==> src/pkg/smi_regs_pkg.sv <==
// register map, field layout and reset values of the direction and interrupt status slice
package smi_regs_pkg;

  // ************************************************************
  // register indices (byte address is four times the index)
  // ************************************************************
  localparam logic [7:0] OPT_AB_IDX = 8'h12;
  localparam logic [7:0] OPT_CD_IDX = 8'h13;
  localparam logic [7:0] STS1_IDX   = 8'h14;
  localparam logic [7:0] STS2_IDX   = 8'h15;
  localparam logic [7:0] STS3_IDX   = 8'h16;
  localparam logic [7:0] STS4_IDX   = 8'h17;
  localparam logic [7:0] EN1_IDX    = 8'h18;
  localparam logic [7:0] EN2_IDX    = 8'h19;
  localparam logic [7:0] EN3_IDX    = 8'h1A;
  localparam logic [7:0] EN4_IDX    = 8'h1B;

  // ************************************************************
  // option register layout
  // ************************************************************
  localparam int         PORT_STRIDE = 4;
  localparam int         OPT_ON_BIT  = 0;
  localparam int         OPT_SEL_BIT = 1;
  localparam int         OPT_POL_BIT = 2;
  localparam logic [7:0] OPT_MASK    = 8'h77;
  localparam logic [7:0] OPT_RESET   = 8'h44;

  // ************************************************************
  // status and enable layout
  // ************************************************************
  localparam int         STS1_BATT_BIT = 0;
  localparam int         STS1_PAR_BIT  = 1;
  localparam int         STS1_UB_BIT   = 2;
  localparam int         STS1_UA_BIT   = 3;
  localparam int         STS1_FLOP_BIT = 4;
  localparam int         STS1_WDOG_BIT = 7;
  localparam logic [7:0] STS1_MASK     = 8'h9F;
  localparam int         STS2_MOUSE_BIT = 0;
  localparam int         STS2_KBD_BIT   = 1;
  localparam int         STS2_IR_BIT    = 2;
  localparam int         STS2_CLICK_BIT = 4;
  localparam logic [7:0] STS2_MASK      = 8'h17;
  localparam logic [7:0] STS3_MASK      = 8'hFE;
  localparam logic [7:0] ZERO_BYTE      = 8'h00;
  localparam int         EN2_PIN_BIT    = 7;

endpackage : smi_regs_pkg

==> src/hdl/smi_dir_regs.sv <==
// apb register slice: serial direction options and management interrupt status
// Function
// option bit 0 turns automatic direction control on for port a
// option bit 1 steers port a control to request-to-send, else terminal-ready
// option bit 2 sets port a polarity: 0 drives low, 1 drives high
// bits 4 to 6 repeat the controls for port b; bits 3, 7 reserved
// second option register holds the same layout for ports c and d
// status one bit 0 is the battery low flag, write one clears
// standby reset sets battery flag on battery swap or battery-only drop
// main-power reset sets battery flag if battery fell below higher threshold
// status one resets to 0x03 after a battery event, else 0x02
// parallel bit reads 1 while port idle, else follows acknowledge input
// every reset kind forces the parallel bit to 1
// status one bits 1-4 and 7 are read-only source conditions
// status two bits 0, 1 mirror mouse and keyboard conditions
// infrared pin transition sets status two bit 2; reading clears it
// status two bit 4 flags mouse click wake, write one clears
// status three bits 1-7 hold gpio events, write one clears
// status four holds uart c-f and four gpio events, write one clears
// status two to four reset to zero on standby reset
// each source feeds the combined interrupt only when enabled
// combined interrupt reaches the pin only with enable two bit 7
// writing zero or to read-only bits changes nothing; reserved reads zero
// a source event beats a clear in the same cycle
//
// Local design decision: the APB register port.
module smi_dir_regs
  import smi_regs_pkg::*;
#(
  parameter int ADDR_W    = 8,
  parameter int NUM_PORTS = 4
)(
  // clock and standby-power reset
  input  wire logic              pclk,
  input  wire logic              presetn,
  // apb slave
  input  wire logic              psel,
  input  wire logic              penable,
  input  wire logic              pwrite,
  input  wire logic [ADDR_W-1:0] paddr,
  input  wire logic [31:0]       pwdata,
  input  wire logic [3:0]        pstrb,
  output logic      [31:0]       prdata,
  output logic                   pready,
  output logic                   pslverr,
  // other reset kinds and battery state
  input  wire logic              main_power_reset,
  input  wire logic              bus_reset,
  input  wire logic              soft_reset,
  input  wire logic              battery_swapped,
  input  wire logic              battery_below_standby,
  input  wire logic              battery_below_main,
  // interrupt sources
  input  wire logic              parallel_port_active,
  input  wire logic              printer_acknowledge_input,
  input  wire logic              uart_a_irq,
  input  wire logic              uart_b_irq,
  input  wire logic              floppy_irq,
  input  wire logic              watchdog_event,
  input  wire logic              mouse_irq,
  input  wire logic              keyboard_irq,
  input  wire logic              infrared_receive_pin,
  input  wire logic              mouse_click_wake,
  input  wire logic [3:0]        uart_cdef_irq,
  input  wire logic [10:0]       gpio_event,
  // direction control per port
  input  wire logic [NUM_PORTS-1:0] tx_active,
  output logic      [NUM_PORTS-1:0] request_to_send_line_steer,
  output logic      [NUM_PORTS-1:0] terminal_ready_line_steer,
  output logic      [NUM_PORTS-1:0] steer_level,
  // combined interrupt
  output logic                   mgmt_irq_group,
  output logic                   mgmt_interrupt_pin_n
);

  initial
  begin
    if (NUM_PORTS != 4 || ADDR_W < 7 || ADDR_W > 32)
      $error("smi_dir_regs: unsupported NUM_PORTS or ADDR_W");
  end

  // ************************************************************
  // address decode
  // ************************************************************
  localparam logic [ADDR_W-1:0] A_OPT_AB = ADDR_W'({OPT_AB_IDX, 2'b00});
  localparam logic [ADDR_W-1:0] A_OPT_CD = ADDR_W'({OPT_CD_IDX, 2'b00});
  localparam logic [ADDR_W-1:0] A_STS1   = ADDR_W'({STS1_IDX, 2'b00});
  localparam logic [ADDR_W-1:0] A_STS2   = ADDR_W'({STS2_IDX, 2'b00});
  localparam logic [ADDR_W-1:0] A_STS3   = ADDR_W'({STS3_IDX, 2'b00});
  localparam logic [ADDR_W-1:0] A_STS4   = ADDR_W'({STS4_IDX, 2'b00});
  localparam logic [ADDR_W-1:0] A_EN1    = ADDR_W'({EN1_IDX, 2'b00});
  localparam logic [ADDR_W-1:0] A_EN2    = ADDR_W'({EN2_IDX, 2'b00});
  localparam logic [ADDR_W-1:0] A_EN3    = ADDR_W'({EN3_IDX, 2'b00});
  localparam logic [ADDR_W-1:0] A_EN4    = ADDR_W'({EN4_IDX, 2'b00});

  logic [7:0] opt_ab_reg;
  logic [7:0] opt_cd_reg;
  logic [7:0] en1_reg;
  logic [7:0] en2_reg;
  logic [7:0] en3_reg;
  logic [7:0] en4_reg;
  logic       batt_flag_reg;
  logic       par_flag_reg;
  logic [7:0] live1_reg;
  logic [7:0] live2_reg;
  logic       ir_flag_reg;
  logic       ir_prev_reg;
  logic       click_flag_reg;
  logic [7:0] sts3_reg;
  logic [7:0] sts4_reg;
  logic       init_done_reg;
  logic [7:0] rd_byte_reg;
  logic [7:0] sts1_val;
  logic [7:0] sts2_val;
  logic [7:0] rd_mux;
  logic       addr_hit;
  logic       setup_ph;
  logic       wr_done;
  logic       rd_done;
  logic [7:0] wbyte;
  logic       ir_edge;
  logic [7:0] sts3_set;
  logic [7:0] sts4_set;
  logic       batt_set;
  logic       group_next;

  assign setup_ph = psel && !penable;
  // lane 0 only: upper byte lanes carry no register bits
  assign wr_done  = psel && penable && pready && pwrite && pstrb[0];
  assign rd_done  = psel && penable && pready && !pwrite;
  assign wbyte    = pwdata[7:0];

  // ************************************************************
  // status composition
  // ************************************************************
  always_comb
  begin
    sts1_val = live1_reg & STS1_MASK;
    sts1_val[STS1_BATT_BIT] = batt_flag_reg;
    sts1_val[STS1_PAR_BIT]  = par_flag_reg;
    sts2_val = live2_reg & STS2_MASK;
    sts2_val[STS2_IR_BIT]    = ir_flag_reg;
    sts2_val[STS2_CLICK_BIT] = click_flag_reg;
  end

  always_comb
  begin
    rd_mux   = ZERO_BYTE;
    addr_hit = 1'b1;
    unique case (paddr)
      A_OPT_AB: rd_mux = opt_ab_reg;
      A_OPT_CD: rd_mux = opt_cd_reg;
      A_STS1:   rd_mux = sts1_val;
      A_STS2:   rd_mux = sts2_val;
      A_STS3:   rd_mux = sts3_reg;
      A_STS4:   rd_mux = sts4_reg;
      A_EN1:    rd_mux = en1_reg;
      A_EN2:    rd_mux = en2_reg;
      A_EN3:    rd_mux = en3_reg;
      A_EN4:    rd_mux = en4_reg;
      default:  addr_hit = 1'b0;
    endcase
  end

  // ************************************************************
  // apb answer: data sampled in setup, one access cycle
  // ************************************************************
  always_ff @(posedge pclk or negedge presetn)
  begin
    if (!presetn)
    begin
      pready      <= 1'b0;
      pslverr     <= 1'b0;
      prdata      <= 32'h0000_0000;
      rd_byte_reg <= ZERO_BYTE;
    end
    else
    begin
      pready <= setup_ph;
      if (setup_ph)
      begin
        pslverr     <= !addr_hit;
        prdata      <= {24'h00_0000, rd_mux};
        rd_byte_reg <= rd_mux;
      end
      else if (pready)
      begin
        pslverr <= 1'b0;
      end
    end
  end

  // ************************************************************
  // option and enable registers
  // ************************************************************
  always_ff @(posedge pclk or negedge presetn)
  begin
    if (!presetn)
    begin
      opt_ab_reg <= OPT_RESET;
      opt_cd_reg <= OPT_RESET;
    end
    else if (wr_done)
    begin
      if (paddr == A_OPT_AB)
        opt_ab_reg <= wbyte & OPT_MASK;
      if (paddr == A_OPT_CD)
        opt_cd_reg <= wbyte & OPT_MASK;
    end
  end

  always_ff @(posedge pclk or negedge presetn)
  begin
    if (!presetn)
    begin
      en1_reg <= ZERO_BYTE;
      en2_reg <= ZERO_BYTE;
      en3_reg <= ZERO_BYTE;
      en4_reg <= ZERO_BYTE;
    end
    else if (wr_done)
    begin
      if (paddr == A_EN1)
        en1_reg <= wbyte & STS1_MASK;
      if (paddr == A_EN2)
        en2_reg <= wbyte & (STS2_MASK | (8'h01 << EN2_PIN_BIT));
      if (paddr == A_EN3)
        en3_reg <= wbyte & STS3_MASK;
      if (paddr == A_EN4)
        en4_reg <= wbyte;
    end
  end

  // ************************************************************
  // battery and parallel flags
  // ************************************************************
  // battery straps are caught on the first edge after standby reset release
  always_ff @(posedge pclk or negedge presetn)
  begin
    if (!presetn)
      init_done_reg <= 1'b0;
    else
      init_done_reg <= 1'b1;
  end

  assign batt_set = (!init_done_reg && (battery_swapped || battery_below_standby))
                 || (main_power_reset && battery_below_main);

  localparam logic STS1_RESET_BATT = 1'b0;
  localparam logic STS1_RESET_PAR  = 1'b1;

  always_ff @(posedge pclk or negedge presetn)
  begin
    if (!presetn)
      batt_flag_reg <= STS1_RESET_BATT;
    else if (batt_set)
      batt_flag_reg <= 1'b1;
    else if (wr_done && paddr == A_STS1 && wbyte[STS1_BATT_BIT])
      batt_flag_reg <= 1'b0;
  end

  always_ff @(posedge pclk or negedge presetn)
  begin
    if (!presetn)
      par_flag_reg <= STS1_RESET_PAR;
    else if (main_power_reset || bus_reset || soft_reset)
      par_flag_reg <= 1'b1;
    else if (!parallel_port_active)
      par_flag_reg <= 1'b1;
    else
      par_flag_reg <= printer_acknowledge_input;
  end

  // ************************************************************
  // read-only source mirrors
  // ************************************************************
  always_ff @(posedge pclk or negedge presetn)
  begin
    if (!presetn)
    begin
      live1_reg <= ZERO_BYTE;
      live2_reg <= ZERO_BYTE;
    end
    else
    begin
      live1_reg <= ZERO_BYTE;
      live1_reg[STS1_UB_BIT]   <= uart_b_irq;
      live1_reg[STS1_UA_BIT]   <= uart_a_irq;
      live1_reg[STS1_FLOP_BIT] <= floppy_irq;
      live1_reg[STS1_WDOG_BIT] <= watchdog_event;
      live2_reg <= ZERO_BYTE;
      live2_reg[STS2_MOUSE_BIT] <= mouse_irq;
      live2_reg[STS2_KBD_BIT]   <= keyboard_irq;
    end
  end

  // ************************************************************
  // sticky event flags
  // ************************************************************
  // guarded by init so the reset value of the previous sample makes no edge
  assign ir_edge = init_done_reg && (infrared_receive_pin != ir_prev_reg);

  always_ff @(posedge pclk or negedge presetn)
  begin
    if (!presetn)
      ir_prev_reg <= 1'b0;
    else
      ir_prev_reg <= infrared_receive_pin;
  end

  // only a flag value that the read returned is cleared, so a late edge survives
  always_ff @(posedge pclk or negedge presetn)
  begin
    if (!presetn)
      ir_flag_reg <= 1'b0;
    else if (ir_edge)
      ir_flag_reg <= 1'b1;
    else if (rd_done && paddr == A_STS2 && rd_byte_reg[STS2_IR_BIT])
      ir_flag_reg <= 1'b0;
  end

  always_ff @(posedge pclk or negedge presetn)
  begin
    if (!presetn)
      click_flag_reg <= 1'b0;
    else if (mouse_click_wake)
      click_flag_reg <= 1'b1;
    else if (wr_done && paddr == A_STS2 && wbyte[STS2_CLICK_BIT])
      click_flag_reg <= 1'b0;
  end

  assign sts3_set = {gpio_event[6:0], 1'b0};
  assign sts4_set = {gpio_event[10], uart_cdef_irq[3], gpio_event[9], uart_cdef_irq[2],
                     gpio_event[8], gpio_event[7], uart_cdef_irq[1], uart_cdef_irq[0]};

  always_ff @(posedge pclk or negedge presetn)
  begin
    if (!presetn)
    begin
      sts3_reg <= ZERO_BYTE;
      sts4_reg <= ZERO_BYTE;
    end
    else
    begin
      // set term ored last so it wins over a same-cycle clear
      sts3_reg <= ((wr_done && paddr == A_STS3) ? (sts3_reg & ~wbyte) : sts3_reg)
                  | sts3_set;
      sts4_reg <= ((wr_done && paddr == A_STS4) ? (sts4_reg & ~wbyte) : sts4_reg)
                  | sts4_set;
    end
  end

  // ************************************************************
  // combined interrupt
  // ************************************************************
  assign group_next = |(sts1_val & en1_reg) || |(sts2_val & en2_reg & STS2_MASK)
                   || |(sts3_reg & en3_reg) || |(sts4_reg & en4_reg);

  always_ff @(posedge pclk or negedge presetn)
  begin
    if (!presetn)
    begin
      mgmt_irq_group       <= 1'b0;
      mgmt_interrupt_pin_n <= 1'b1;
    end
    else
    begin
      mgmt_irq_group       <= group_next;
      mgmt_interrupt_pin_n <= !(group_next && en2_reg[EN2_PIN_BIT]);
    end
  end

  // ************************************************************
  // automatic direction control
  // ************************************************************
  logic [NUM_PORTS*PORT_STRIDE-1:0] opt_all;
  assign opt_all = {opt_cd_reg, opt_ab_reg};

  always_ff @(posedge pclk or negedge presetn)
  begin
    if (!presetn)
    begin
      request_to_send_line_steer <= '0;
      terminal_ready_line_steer  <= '0;
      steer_level                <= '0;
    end
    else
    begin
      for (int p = 0; p < NUM_PORTS; p++)
      begin
        request_to_send_line_steer[p] <= opt_all[p*PORT_STRIDE + OPT_ON_BIT]
                                      && opt_all[p*PORT_STRIDE + OPT_SEL_BIT];
        terminal_ready_line_steer[p]  <= opt_all[p*PORT_STRIDE + OPT_ON_BIT]
                                      && !opt_all[p*PORT_STRIDE + OPT_SEL_BIT];
        // idle level is the opposite of the active drive
        steer_level[p] <= tx_active[p] ? opt_all[p*PORT_STRIDE + OPT_POL_BIT]
                                       : !opt_all[p*PORT_STRIDE + OPT_POL_BIT];
      end
    end
  end
endmodule // smi_dir_regs

==> config.mk <==
export PLATFORM = sky130hd
export DESIGN_NAME = smi_dir_regs
export DESIGN_NICKNAME = d
export VERILOG_FILES = /design/src/pkg/smi_regs_pkg.sv /design/src/hdl/smi_dir_regs.sv
export SDC_FILE = /design/constraint.sdc
export NUM_CORES = 1
export LEC_CHECK = 0
export ABC_AREA = 0
export BUFFER_PORTS_ARGS = -buffer_cell sky130_fd_sc_hd__buf_2
export CORE_MARGIN = 1
export CORE_UTILIZATION = 52
export DETAILED_ROUTE_END_ITERATION = 8
export GPL_ROUTABILITY_DRIVEN = 0
export PLACE_DENSITY = 0.86
export RECOVER_POWER = 100
export SKIP_LAST_GASP = 1
export SLEW_MARGIN = 20
export SYNTH_ARGS = -nofsm -noshare
export SYNTH_HDL_FRONTEND = slang
export SYNTH_SLANG_ARGS = --single-unit
==> constraint.sdc <==
create_clock -name pclk -period 2.75 [get_ports pclk]
set_clock_uncertainty 0.2 [all_clocks]
set_input_delay 0.4125 -clock pclk [delete_from_list [all_inputs] [get_ports pclk]]
set_output_delay 0.4125 -clock pclk [all_outputs]
set_load 0.05 [all_outputs]
### After elaboration in Yosys (flattened, before gate mapping)

Cells that the tools add are included.

| word-level totals | value |
|---|---|
| bits of input ports | 84 |
| output and inout bits | 48 |
| word-level logic and storage cells | 123 |
| register bits after elaboration | 90 |

| cells by class | value |
|---|---|
| reduce and logical (&&, ||, !) cells | 61 |
| eq/ne operators | 11 |
| bitwise operators | 9 |
| multiplexer cells | 18 |

Operators by type and width:

| cell | number |
|---|---|
| 8-bit by 7-bit == test with 1-bit output (second input constant) | 10 |
| 8-bit one-hot mux with 10 select lines | 1 |
| 8-bit AND | 5 |
| 1-bit logical AND | 26 |
| 8-bit OR reduction | 3 |
| 8-bit 2-to-1 mux | 2 |
| 8-bit OR | 2 |
| 1-bit 2-to-1 mux | 15 |
| 1-bit zero test | 13 |
| 2-bit AND reduction | 6 |
| 10-bit OR reduction | 1 |
| 8-bit NOT | 1 |
| 2-bit nonzero test | 4 |
| 1-bit logical OR | 7 |
| 5-bit AND | 1 |
| 4-bit OR reduction | 1 |
| 1-bit inequality test | 1 |

### Longest topological paths before layout

| logic depth | value |
|---|---|
| word-level depth | 8 |
| mapped depth | 7 |
| depth with buffers taken out | 6 |

### Worst setup path after synthesis

No wires, ideal clock.

| path | value |
|---|---|
| kind | reg2reg |
| from | register pready |
| to | register opt_ab_reg[0] |
| cell stages (with the launch flop) | 5 |
| required time | 2.425 ns |
| period minus slack after synthesis | 2.240 ns |
| buffers on the path | 0 |
| slack | 0.510 ns |
| library setup time | 0.125 ns |
| data arrival time | 1.915 ns |
| cells stage by stage | dfrtp_1 -> and3_1 -> nand3_1 -> nor4_4 -> mux2_2 |

| on the way | value |
|---|---|
| cells in the longest elaborated chain, start to end | 4 |

Ends and longest elaborated chain:

| element | line | source |
|---|---|---|
| from (decl) | smi_dir_regs.sv:44 | `output logic pready,` |
| from (signal assigned) | smi_dir_regs.sv:179 | `pready <= setup_ph;` |
| 1-bit logical AND (3 in series) | smi_dir_regs.sv:129 | `assign wr_done = psel && penable && pready && pwrite && pstrb[0];` |
| 2-bit AND reduction (no line) | - |  |
| to (signal assigned) | smi_dir_regs.sv:206 | `opt_ab_reg <= wbyte & OPT_MASK;` |
| to (decl) | smi_dir_regs.sv:96 | `logic [7:0] opt_ab_reg;` |

No other way between the ends.
A chain may end at the register's enable or synchronous reset.

### Worst setup path after layout

| path | value |
|---|---|
| from | input port paddr[5] |
| to | register en1_reg[4] |

| on the way | value |
|---|---|
| cells in the longest elaborated chain, start to end | 2 |

Ends and longest elaborated chain:

| element | line | source |
|---|---|---|
| from (decl) | smi_dir_regs.sv:40 | `input wire logic [ADDR_W-1:0] paddr,` |
| 8-bit by 7-bit == test with 1-bit output | smi_dir_regs.sv:223 | `if (paddr == A_EN1)` |
| 2-bit AND reduction (no line) | - |  |
| to (signal assigned) | smi_dir_regs.sv:224 | `en1_reg <= wbyte & STS1_MASK;` |
| to (decl) | smi_dir_regs.sv:98 | `logic [7:0] en1_reg;` |

No other way between the ends.

==> metrics.txt <==
Top Ports=roughly 130; antenna cells=0; number of port buffers=80; Sink Count=90; Non-Filler Instances=553; die area=8560 um2; Post-synth EDFFs=0; DRC Markers=0; most frequent cells in the layout=dfrtp_1 (84), buf_2 (53), mux2_2 (43); Pwr per Cell Area=513 nW/um2; Clk pwr share=between 30 and 40%; Total GRT Usage=between 20% and 30%; Seq cells post-synth=90; share of cells above drive strength 1=27.7%; Switch Pwr=0.651 mW; via count=3156; Netlist cell types=49; Mapped Cells=roughly 350; Peak Freq=approximately 400 MHz; worst-path maximum fanout=6; flop2flop setup slack=around 0.48 ns; worst skew pair latency=0.37 ns; Main synth FF type=dfrtp_1; grt ovf=0; CP Data Arrival Time=approximately 2.5 ns; Final nets=530; Worst-path clk slew=~0.090 ns; CTS Buf Count=9; largest net degree at the start of global routing=49; Routed WL per cell=between 15 and 20 um; clock root buffer=clkbuf_8; Post-synth ARST share=100%; register area share after synthesis=53.0%; Final Hold Fails=0; clock buffer depth=2; average size of a mapped cell=~12 um2; final setup fails=0; Starting Density=54.6%; combinational power share=10.9%; row cnt=32; Initial DRC Count=225; Worst Hold Class=in2reg; critical path, cell by cell=clkbuf_1 > and4bb_1 > nand4_4 > nor3_1 > mux2_2; core box area=7810 um2; Routed WL=9.77 mm; dpl hpwl=7.25 mm; Worst EP required=between 2 and 3 ns; die width=roughly 93 um; nature of the critical path startpoint=primary input; layout overhead on the synthesized area=14.7%; Tcrit/Tclk final=88.5%; Slew headroom=about 22%; Pleak=2.18 nW; status=complete, no violations; CTS tree=built; RSZ-0062 raised after global routing=no; TNS Setup=0 ns; slowest CP cell=nor3_1; Seq pwr share=53.6%; commonest non-fill, non-tap cell in the layout=dfrtp_1; Tmin final=2.43 ns; vias in the first global route=3133; Worst Setup Path Type=in2reg; CP max stage delay=0.75 ns; Die H=slightly above 90 um; post-CTS setup buffer count=0; final hold slack=approximately 0.016 ns; sw frac=26.0%; Max-Cap Viols=0; Pwr Total=2.51 mW; Vias/cell=5.71; Max VDD drop=slightly below 0.4 mV; Crit. End Element=flop; Slew Limit Fails=0; synthesized cell area=4260 um2; Yosys warning count=0; Worst Tran Pin Value=1.17 ns; P_int=1.86 mW; H-Tree Depth=3; Detail Route Antenna Nets=0; first-pass GRT wire length=16.0 mm; initial antenna violation count=0; DRT Pass-1 Iters=5; placed insts=529
[through the flow]
step / utilization [%] / cell area [um2] / setup slack [ns]
finish: 62.6 / 4890 / 0.316
global route: 62.6 / 4890 / 0.305
CTS: 64.0 / 4990 / 0.641
detailed placement: 60.5 / 4720 / 0.308
global placement: 60.5 / 4720 / 0.404
floorplan: - / 4350 / 0.510
[worst paths after layout]
check	startpoint	endpoint	cells after the start
setup / recovery	paddr[5]	en1_reg[4]$_DFFE_PN0P_	5
hold / removal	uart_cdef_irq[0]	sts4_reg[0]$_DFF_PN0_	2
setup reg to reg	pready$_DFF_PN0_	en1_reg[4]$_DFFE_PN0P_	4
hold reg to reg	en2_reg[7]$_DFFE_PN0P_	mgmt_interrupt_pin_n$_DFF_PN1_	1
max in group asynchronous	presetn	opt_ab_reg[6]$_DFFE_PN1P_	3
min in group asynchronous	presetn	en1_reg[2]$_DFFE_PN0P_	2
[layer usage]
metal	global-route usage [%]	up-vias	wire length (um)
met5	0	-	0
met4	13.8	0	354
met3	5.42	33	866
met2	38.1	181	4620
met1	33.2	1524	3930
li1	-	1418	-
[kinds of logic after synthesis]
group | share of synthesized area [%]
simple gates | 13.0
flops | 53.0
compound gates | 11.4
mux | 15.9
buf+inv | 5.49
xor+xnor | 1.03
other cells | 0.176
[what timing repair did]
item,in CTS,in global routing
hold endpoints to repair,50,0
gates resized for setup,0,0
hold buffers,8,0
[cells in the mapped netlist (3+ instances only)]
cell      number  share of area [%]
a21o_1        15                2.6
mux2i_1        9                2.1
nor2_2         3               0.44
and2_1         4               0.59
xnor2_1        4               0.82
inv_1          3               0.26
nor3_1         3               0.35
a22o_1         7                1.4
mux4_2         4                2.1
dfstp_2        6                3.7
nand2_1       33                2.9
dfrtp_1       84                 49
mux2_2        44                 12
nand3_1       10                1.2
nand4_1        4               0.59
nor2_1         7               0.62
nor2b_1        7                1.0
buf_4         24                4.2
a22oi_1       14                2.5
a221oi_1       4               0.82
buf_2          7               0.82
o21ai_0       11                1.3
nand2b_1       6               0.88
[cell type report]
class                      instances  area [um2]
inverter                           3        11.3
tap                              102         128
fill                             637        2920
timing repair buffer              97         502
multi-input combinational        245        1800
clock buffer                      14         153
sequential                        90        2260
clock inverter                     2        38.8
[power by group through the flow]
stage          sequential, mW  clock, mW  combinational [mW]
2_1_floorplan            1.39          0               0.164
3_3_place_gp             1.37          0               0.267
3_5_place_dp             1.37          0               0.272
4_1_cts                  1.34      0.897               0.281
5_1_grt                  1.35      0.958               0.295
6_report                 1.34      0.890               0.274
[worst max-delay path, delay by kind of cell]
family / cells / cell delay, ns
multiplexers: 1 / 0.41
AND/OR/NAND/NOR: 3 / 1.39
buffers and inverters: 1 / 0.26
No activity file was read; power rests on OpenSTA's default activity.
